**src/adc_pm_consts.svh**
```systemverilog
// Constants for the converter power-mode control block
`ifndef ADC_PM_CONSTS_SVH
`define ADC_PM_CONSTS_SVH
// Register byte addresses
`define REG_CONTROL 12'h000
`define REG_STATUS 12'h004
`define REG_RESULT 12'h008
`define REG_IRQ_STATUS 12'h00C
`define REG_IRQ_MASK 12'h010
// Control byte fields
`define CTL_PD_HI 7
`define CTL_PD_LO 6
`define CTL_BIPOLAR 3
// Power-down / clock codes
`define PD_NORMAL_EXT 2'h0
`define PD_NORMAL_INT 2'h1
`define PD_STANDBY 2'h2
`define PD_FULL 2'h3
// Reset values
`define CONTROL_RESET 8'h00
`define MASK_RESET 2'h0
// Timing
`define CONV_TIME_NS 1200
`define CLOCK_NS 100
`define CONV_CYCLES ((`CONV_TIME_NS + `CLOCK_NS - 1) / `CLOCK_NS)
// Interrupt status bits
`define IRQ_DONE 0
`define IRQ_SHUTDOWN 1
`endif

```
**src/adc_pm_pkg.sv**
```systemverilog
// Types for the converter power-mode control block
package adc_pm_pkg;
	typedef enum logic [1:0] {
		pm_normal,
		pm_standby,
		pm_full
	} power_mode_t;
	typedef struct packed {
		logic [1:0] trans;
		logic [11:0] addr;
		logic write;
	} ahb_req_t;
	typedef struct packed {
		logic bandgap_on;
		logic refbuf_on;
		logic internal_clock;
	} analog_ctl_t;
endpackage

```
**src/adc_power_mode_control.sv**
```systemverilog
// Power-mode, interrupt and result-coding control of the converter
//
// Chosen here: the AHB-Lite register port and the register offsets.
`timescale 1ns/1ns
`include "adc_pm_consts.svh"
module adc_power_mode_control (
	input wire logic clock,
	input wire logic rst_n,
	input wire logic hsel,
	input wire logic [31:0] haddr,
	input wire logic [1:0] htrans,
	input wire logic hwrite,
	input wire logic [2:0] hsize,
	input wire logic [31:0] hwdata,
	input wire logic hready,
	output logic [31:0] hrdata,
	output logic hreadyout,
	output logic hresp,
	input wire logic shutdown_pin_n,
	input wire logic [11:0] sample_code,
	output logic conv_done_n,
	output logic converting,
	output logic bandgap_on,
	output logic refbuf_on,
	output logic internal_clock,
	output logic standby_powerdown,
	output logic full_powerdown,
	output logic irq
);
	// ---------------------------------------------
	// Bus address phase capture
	// ---------------------------------------------
	adc_pm_pkg::ahb_req_t req;
	logic req_valid;
	logic [7:0] control;
	logic [11:0] result;
	logic [1:0] irq_status;
	logic [1:0] irq_mask;
	logic [3:0] conv_count;
	logic clock_int_sel;
	logic shutdown_seen;
	adc_pm_pkg::power_mode_t mode;
	adc_pm_pkg::power_mode_t pending;
	logic wr_ctl;
	logic rd_result;
	logic conv_end;
	logic [11:0] coded;

	// Result coding: unipolar straight, bipolar offset flipped
	function automatic logic [11:0] code_result(input logic [11:0] raw,
		input logic bip);
		code_result = bip ? {~raw[11], raw[10:0]} : raw;
	endfunction

	// Address phase is latched when the bus is ready
	always_ff @(posedge clock) begin
		if (!rst_n) begin
			req <= '0;
			req_valid <= 1'b0;
		end else if (hready) begin
			req.trans <= htrans;
			req.addr <= haddr[11:0];
			req.write <= hwrite;
			req_valid <= hsel && htrans[1];
		end else begin
			req_valid <= req_valid;
		end
	end

	// Zero wait states, always OKAY
	always_ff @(posedge clock) begin
		if (!rst_n) begin
			hreadyout <= 1'b1;
			hresp <= 1'b0;
		end else begin
			hreadyout <= 1'b1;
			hresp <= 1'b0;
		end
	end

	// Data-phase strobes; a low pin cancels a conversion end
	assign wr_ctl = req_valid && req.write && req.addr == `REG_CONTROL;
	assign rd_result = req_valid && !req.write && req.addr == `REG_RESULT;
	assign conv_end = converting && shutdown_pin_n && conv_count == 4'h1;
	assign coded = code_result(sample_code, control[`CTL_BIPOLAR]);

	// ---------------------------------------------
	// Control byte and clock mode
	// ---------------------------------------------
	always_ff @(posedge clock) begin
		if (!rst_n) begin
			control <= `CONTROL_RESET;
			clock_int_sel <= 1'b0;
		end else if (wr_ctl) begin
			control <= hwdata[7:0];
			// Power-down codes leave clock mode alone
			if (!hwdata[`CTL_PD_HI])
				clock_int_sel <= hwdata[`CTL_PD_LO];
		end
	end

	// ---------------------------------------------
	// Conversion timer, aborted by shutdown pin
	// ---------------------------------------------
	always_ff @(posedge clock) begin
		if (!rst_n) begin
			converting <= 1'b0;
			conv_count <= 4'h0;
		end else if (!shutdown_pin_n) begin
			converting <= 1'b0;
			conv_count <= 4'h0;
		end else if (wr_ctl) begin
			// A fresh write restarts the conversion
			converting <= 1'b1;
			conv_count <= 4'(`CONV_CYCLES);
		end else if (converting) begin
			conv_count <= conv_count - 4'h1;
			if (conv_count == 4'h1)
				converting <= 1'b0;
		end
	end

	// ---------------------------------------------
	// Power mode state
	// ---------------------------------------------
	always_ff @(posedge clock) begin
		if (!rst_n) begin
			mode <= adc_pm_pkg::pm_normal;
			pending <= adc_pm_pkg::pm_normal;
			shutdown_seen <= 1'b0;
		end else if (!shutdown_pin_n) begin
			mode <= adc_pm_pkg::pm_full;
			pending <= adc_pm_pkg::pm_normal;
			shutdown_seen <= 1'b1;
		end else if (wr_ctl) begin
			mode <= adc_pm_pkg::pm_normal;
			shutdown_seen <= 1'b0;
			case (hwdata[`CTL_PD_HI:`CTL_PD_LO])
				`PD_STANDBY: pending <= adc_pm_pkg::pm_standby;
				`PD_FULL: pending <= adc_pm_pkg::pm_full;
				default: pending <= adc_pm_pkg::pm_normal;
			endcase
		end else if (conv_end) begin
			mode <= pending;
		end else if (shutdown_seen) begin
			mode <= adc_pm_pkg::pm_normal;
			shutdown_seen <= 1'b0;
		end
	end

	// Analog enables per mode; internal clock from the stored clock select, bandgap always on
	always_ff @(posedge clock) begin
		if (!rst_n) begin
			bandgap_on <= 1'b1;
			refbuf_on <= 1'b1;
			internal_clock <= 1'b0;
			standby_powerdown <= 1'b0;
			full_powerdown <= 1'b0;
		end else begin
			bandgap_on <= 1'b1;
			refbuf_on <= mode != adc_pm_pkg::pm_full;
			internal_clock <= clock_int_sel;
			standby_powerdown <= mode == adc_pm_pkg::pm_standby;
			full_powerdown <= mode == adc_pm_pkg::pm_full;
		end
	end

	// ---------------------------------------------
	// Result and conversion-done flag
	// ---------------------------------------------
	always_ff @(posedge clock) begin
		if (!rst_n) begin
			result <= 12'h000;
			conv_done_n <= 1'b1;
		end else if (conv_end && !wr_ctl) begin
			result <= coded;
			conv_done_n <= 1'b0;
		end else if (rd_result || wr_ctl) begin
			conv_done_n <= 1'b1;
		end
	end

	// ---------------------------------------------
	// Interrupt status and mask
	// ---------------------------------------------
	always_ff @(posedge clock) begin
		if (!rst_n) begin
			irq_status <= 2'h0;
			irq_mask <= `MASK_RESET;
			irq <= 1'b0;
		end else begin
			// Set wins over write-one-to-clear
			irq_status <= (irq_status
				& ~((req_valid && req.write && req.addr == `REG_IRQ_STATUS)
				? hwdata[1:0] : 2'h0))
				| {!shutdown_pin_n, conv_end};
			if (req_valid && req.write && req.addr == `REG_IRQ_MASK)
				irq_mask <= hwdata[1:0];
			irq <= |(irq_status & irq_mask);
		end
	end

	// ---------------------------------------------
	// Read data, live in every power mode
	// ---------------------------------------------
	always_ff @(posedge clock) begin
		if (!rst_n) begin
			hrdata <= 32'h0000_0000;
		end else if (hready && hsel && htrans[1] && !hwrite) begin
			if (haddr[11:0] == `REG_CONTROL)
				hrdata <= {24'h000000, control};
			else if (haddr[11:0] == `REG_STATUS)
				hrdata <= {25'h0, shutdown_pin_n, conv_done_n,
					converting, internal_clock, refbuf_on, mode};
			else if (haddr[11:0] == `REG_RESULT)
				hrdata <= {20'h00000, result};
			else if (haddr[11:0] == `REG_IRQ_STATUS)
				hrdata <= {30'h0, irq_status};
			else if (haddr[11:0] == `REG_IRQ_MASK)
				hrdata <= {30'h0, irq_mask};
			else
				hrdata <= 32'h0000_0000;
		end
	end
endmodule // adc_power_mode_control

```
**config.mk**
```make
export PLATFORM = sky130hd
export DESIGN_NAME = adc_power_mode_control
export DESIGN_NICKNAME = d
export VERILOG_FILES = /design/src/adc_pm_pkg.sv /design/src/adc_power_mode_control.sv
export VERILOG_INCLUDE_DIRS = /design/src
export SDC_FILE = /design/constraint.sdc
export NUM_CORES = 1
export LEC_CHECK = 0
export BUFFER_PORTS_ARGS = -buffer_cell sky130_fd_sc_hd__buf_2
export CAP_MARGIN = 20
export CELL_PAD_IN_SITES_DETAIL_PLACEMENT = 0
export CELL_PAD_IN_SITES_GLOBAL_PLACEMENT = 1
export CORE_UTILIZATION = 32
export DETAILED_ROUTE_END_ITERATION = 8
export HOLD_SLACK_MARGIN = 0.02
export PLACE_DENSITY_LB_ADDON = 0.1
export SLEW_MARGIN = 20
export SYNTH_ARGS = -nofsm -noshare
export SYNTH_HDL_FRONTEND = slang
export SYNTH_SLANG_ARGS = --single-unit
```
**constraint.sdc**
```tcl
create_clock -name clock -period 1.5 [get_ports clock]
set_input_delay 0.15 -clock clock [delete_from_list [all_inputs] [get_ports clock]]
set_output_delay 0.15 -clock clock [all_outputs]
set_load 0.1 [all_outputs]
```
== Word level (Yosys, flattened, before mapping) ==
Index checks and enable logic that the tools add are counted.
Word-level totals
  register bits after elaboration: 87
  latch bits: 0
  RAM bits: 0
  ROM bits: 0
  input bits: 87
  output and inout bits: 42
  logic and storage cells: 95
  memories: 0
Operators by class
  add/sub/neg operators: 1
  multipliers: 0
  div/mod/pow operators: 0
  magnitude comparators: 0
  equality and inequality tests: 15
  shifts and indexed selects: 0
  multiplexer cells: 22
  bitwise operators: 8
  reduce and logical (&&, ||, !) cells: 27
Operators by type and width (number)
  12-bit by 4-bit == test with 1-bit output, second input constant: 4
  12-bit 2-to-1 mux: 4
  12-bit by 5-bit == test with 1-bit output, second input constant: 2
  12-bit logical NOT: 2
  2-bit 2-to-1 mux: 7
  1-bit logical AND: 13
  12-bit by 3-bit == test with 1-bit output, second input constant: 1
  1-bit 2-to-1 mux: 8
  4-bit 2-to-1 mux: 2
  2-bit == test, second input constant: 3
  2-bit nonzero test: 3
  2-bit bitwise AND: 2
  4-bit by 1-bit == test with 1-bit output, second input constant: 1
  1-bit logical NOT: 4
  4-bit by 1-bit != test with 1-bit output, second input constant: 1
  1-bit NOT: 4
  2-bit case mux with 2 select lines: 1
  2-bit AND reduction: 2
  4-bit by 1-bit subtractor with 4-bit output, second input constant: 1
  3-bit != test, second input constant: 1
  3-bit OR reduction: 1
  2-bit by 1-bit == test with 1-bit output, second input constant: 1
  2-bit != test, second input constant: 1
  2-bit NOT: 1
  other kinds (3): 3

== Logic depth before layout (Yosys ltp) ==
  depth in word-level cells: 6
  gate-level depth with buffers: 7
  depth with buffers taken out: 6

== Least setup slack after synthesis ==
OpenSTA, ideal clock, no wires.
  path kind: register -> register
  start: register converting
  end: register result[0]
  setup time: 0.072 ns
  data arrival time: 2.143 ns
  required time: 1.428 ns
  setup slack: -0.715 ns
  cell stages (with the launch flop): 7
  buffers on the path: 2
  period minus slack after synthesis: 2.215 ns
  path through: dfxtp_1 -> buf_2 -> and4bb_1 -> nand2_1 -> nor2_1 -> buf_4 -> mux2i_1
Between the ends
  cells in the longest elaborated chain, start to end: 3
Ends and longest elaborated chain
  start, declared: RTL line adc_power_mode_control.sv:22  | output logic converting,
  start signal, assigned: RTL line adc_power_mode_control.sv:107  | converting <= 1'b0;
  start signal, assigned: RTL line adc_power_mode_control.sv:110  | converting <= 1'b0;
  start signal, assigned: RTL line adc_power_mode_control.sv:114  | converting <= 1'b1;
  1-bit logical AND (2 in series): RTL line adc_power_mode_control.sv:84  | assign conv_end = converting && shutdown_pin_n && conv_count == 4'h1;
  1-bit logical AND: RTL line adc_power_mode_control.sv:175  | end else if (conv_end && !wr_ctl) begin
  end signal, assigned: RTL line adc_power_mode_control.sv:176  | result <= coded;
  end, declared: RTL line adc_power_mode_control.sv:36  | logic [11:0] result;
No other way between the ends.
A chain may end at the register's enable or synchronous reset.

== Worst setup path after layout ==
  start: register req[6] (netlist bit)
  end: register conv_done_n
Between the ends
  cells in the longest elaborated chain, start to end: 5
  elaborated cells between the ends (all ways): 9
  classes of those cells: eq/ne (1); mux (1); reduce/logical (7)
Ends and longest elaborated chain
  start, declared: RTL line adc_power_mode_control.sv:33  | adc_pm_pkg::ahb_req_t req;
  12-bit logical NOT (no source line)
  1-bit logical AND (no source line)
  1-bit logical NOT: RTL line adc_power_mode_control.sv:175
  1-bit logical AND: RTL line adc_power_mode_control.sv:175
  1-bit 2-to-1 mux / 2-bit nonzero test (equally long branches)
  end signal, assigned: RTL line adc_power_mode_control.sv:174  | conv_done_n <= 1'b1;
  end signal, assigned: RTL line adc_power_mode_control.sv:177  | conv_done_n <= 1'b0;
  end signal, assigned: RTL line adc_power_mode_control.sv:179  | conv_done_n <= 1'b1;
  end, declared: RTL line adc_power_mode_control.sv:21  | output logic conv_done_n,
Several ways; a longest one is shown, not always the timed one.

==> results.py <==
metrics = {
    "setup_path": {
        "worstPathCellList": "or4_4 > nor4_4 > buf_4 > a31oi_1 > o211ai_1",
        "critical_path_slowest_stage_cell": "or4_4",
        "worst_setup_path_end_kind": "flop",
        "worstPathMaxFanout": 3,
        "timing.critical_path.from_type": "flop",
        "timing.critical_path.required_ns": 1.77,
        "critPathKind": "flop to flop",
        "crit_path_max_incr_delay_ns": 0.58,
        "worst_ep_arrival_time_ns": 1.89,
    },
    "floorplan": {
        "fp.dieW_um": 102,
        "initial_utilization_pct": 32.8,
        "core_area_um2": 9730,
        "floorplan.die.height_um": 102,
        "ioPinCount": 129,
        "design.die.area_um2": 10400,
        "num_rows": 36,
    },
    "power_and_ir_drop": {
        "power.sequential.fraction_pct": 45.5,
        "report.power.total_mw": 4.04,
        "power.clock.fraction_pct": 37.8,
        "netSwitchingPower_mw": 1.20,
        "power_leakage_nw": 1.77,
        "p_int_mw": 2.84,
        "ir_drop_worst_case_vdd_uv": 401,
        "power_density_nw_per_um2": 926,
        "portion_of_total_power_attributed_to_combinational_logic_pct": 16.7,
        "sw_frac_of_total_pct": 29.7,
    },
    "clock_tree": {
        "worstSkewPairLatency_ns": 0.34,
        "worst_setup_hold_path_clk_slew_ns": 0.07,
        "clock_tree.root_cell": "clkbuf_8",
        "cts-root-to-sink-buffers": 2,
        "cts_buffer_count": 9,
        "cts-htree-levels": 3,
        "tritoncts": "done",
        "cts_num_sinks": 67,
    },
    "global_route": {
        "grt_pass1_vias": 2515,
        "grt_antenna_before_repair": 0,
        "grtUsageTotal_pct": 17.2,
        "grt-ovfl-total": 0,
        "grt_start_max_net_pins": 34,
        "grt_pass1_wl_um": 13300,
    },
    "placement": {
        "gp_routability_congestion": 0.797,
        "detailedPlace.worstSlack_ns": -0.188,
        "post-dp-hpwl_um": 5860,
        "placement.io_buffers": 57,
        "dpl.cell_count": 561,
    },
    "detailed_routing": {
        "drc": 0,
        "route.antenna.remaining_nets": 0,
        "num_vias": 2700,
        "drt_first_pass_iters": 4,
        "routedWlPerCell_um": 14.8,
        "drt_iter0_drc": 70,
        "vias_per_cell": 4.62,
        "wirelength_um": 8670,
    },
    "sta": {
        "clock.fmax_ghz": 0.615,
        "unrepaired_setup_endpoints_after_global_routing": "true",
        "setup_violations_final": 20,
        "final_layout_worst_hold_slack_ns": 0.0427,
        "final.period_utilization_pct": 108,
        "finalCriticalPeriod_ns": 1.63,
        "fin_hold_viols": 0,
        "slew_violations": 0,
        "post-route-worst-setup-slack_ns": -0.127,
        "timing.clock.skew_ns": 0.00569,
    },
    "layout": {
        "finish.utilization_pct": 44.8,
        "finalNonFillerCells": 585,
        "multiInputGateArea_um2": 1850,
        "layout.area.seq_um2": 1350,
        "post_route_cells_drive_above_1_share_pct": 40.3,
        "nNetsFinal": 537,
        "synthesis_to_finish_area_growth_pct": 36.6,
        "diodes": 0,
        "num-fill-cells": 995,
    },
    "logic_synthesis": {
        "ys_seq_area_share_pct": 42.0,
        "synth_edf_count": 0,
        "async_reset_ff_share_pct": 0,
        "netlist_instances": 352,
        "postSynthAreaPerCell_um2": 9.07,
        "yosys_warnings": 0,
        "syn_area_um2": 3190,
        "synth_flop_cell": "dfxtp_1",
        "synth-seq-cells": 67,
        "synth.lib_cells_used.distinct": 58,
    },
    "outcome": {
        "outcome": "finished, violations left",
        "failed_checks": "negative setup slack",
    },
    "min_path": {
        "hold_path_class": "primary input to flop",
    },
    "job": {
        "max_cap_violations": 0,
    },
}
metrics by stage:
step	instance area (um^2)	setup TNS (ns)
after CTS	4120	-0.357
final	4360	-1.17
after global routing	4360	-3.48
after detailed placement	3790	-4.44
after global placement	3790	-3.91
after floorplan	3300	-0.436
cell type report:
cell class,count,share of cell area [%]
Timing Repair Buffer,107,17.9
Clock buffer,13,3.65
Clock inverter,2,0.804
Tap cell,133,3.82
Inverter,6,0.517
Multi-Input combinational cell,257,42.3
Sequential cell,67,30.9
final timing paths:
path / start / cells after the start / slack (ns) / endpoint
hold reg to reg: hrdata[10] / 2 / 0.46 / hrdata[10]
hold / removal: sample_code[5] / 3 / 0.04 / result[5]
setup reg to reg: req[6] / 5 / -0.13 / conv_done_n
setup / recovery: req[6] / 5 / -0.13 / conv_done_n
what timing repair did:
| action | CTS | global route |
|---|---|---|
| hold buffers | 1 | 0 |
| gates cloned | 1 | 3 |
| gates resized for setup | 16 | 51 |
| endpoints found under the setup margin | 33 | 33 |
| endpoints found under the hold margin | 1 | 0 |
| pin swaps | 8 | 26 |
| setup buffers | 3 | 2 |
state kept, by name, indices dropped and copies added, names as in the netlist, 4 cells and up:
signal      count
control         8
conv_count      4
hrdata         12
req            13
result         12
critical path, delay by kind of cell (launching register included):
kind,cells,cell delay [ns]
AOI/OAI and AO/OA,2,0.27
buffers and inverters,1,0.15
DFF,1,0.33
and+or+nand+nor,2,0.80
metal layers:
metal	part of all wire [%]	global-route usage (%)
met5	0	0
met4	0.88	4.29
met3	3.8	4.86
met2	47	27.8
met1	48	22.6
logic make-up (layout without fill, tap and decap cells):
group                      Yosys count  in the layout  share of synthesized area [%]
AOI/OAI and AO/OA                   61             61                           11.7
xor gates and xnor gates             4              4                           1.10
adders and majority gates            2              2                          0.784
buffers and inverters               49            128                           10.2
DFF                                 67             67                           42.0
muxes                               33             33                           10.6
other                                2             23                          0.235
and+or+nand+nor                    134            134                           23.4
cells in the mapped netlist (3+ instances only):
cell type | n | area share [%]
nor4_1 | 4 | 0.78
a21oi_2 | 3 | 0.82
nand2_1 | 60 | 7.1
o21ai_0 | 8 | 1.3
inv_1 | 6 | 0.71
mux2i_1 | 27 | 8.5
a21oi_1 | 30 | 4.7
nor2_1 | 12 | 1.4
nand3_1 | 6 | 0.94
nand3b_1 | 3 | 0.71
dfxtp_1 | 67 | 42
nand3_2 | 4 | 1.3
and3_1 | 3 | 0.59
xnor2_1 | 3 | 0.82
nor2b_1 | 14 | 2.7
clkbuf_1 | 8 | 0.94
mux2_1 | 6 | 2.1
a31oi_1 | 4 | 0.78
buf_4 | 25 | 5.9
buf_6 | 3 | 1.1
nand2b_1 | 5 | 0.98
or3_1 | 4 | 0.78
cells in the final DEF (no fill, tap or decap), drive strengths merged, types with 2 or more instances in the layout:
cell type	instances
a2bb2oi	2
o21ai	9
nor2	12
nand2	60
and3	3
buf	104
a31oi	4
mux2i	27
conb	23
xnor2	3
ha	2
and2	2
mux2	6
o31ai	2
nor2b	14
o22a	2
a22oi	2
or3	4
dfxtp	67
a21oi	33
nand2b	5
inv	6
nand3	10
nor4	7
nor4b	3
and4bb	2
nand3b	3
or4	2
clkbuf	15
power groups by stage:
stage | Clock [mW] | Sequential [mW] | Combinational (mW)
floorplan | 0 | 1.92 | 0.465
global placement | 0 | 1.87 | 0.638
detailed placement | 0 | 1.87 | 0.641
CTS | 1.58 | 1.84 | 0.659
global route | 1.63 | 1.84 | 0.714
finish | 1.53 | 1.84 | 0.673
Note: power is estimated with default switching activity, not from simulation.
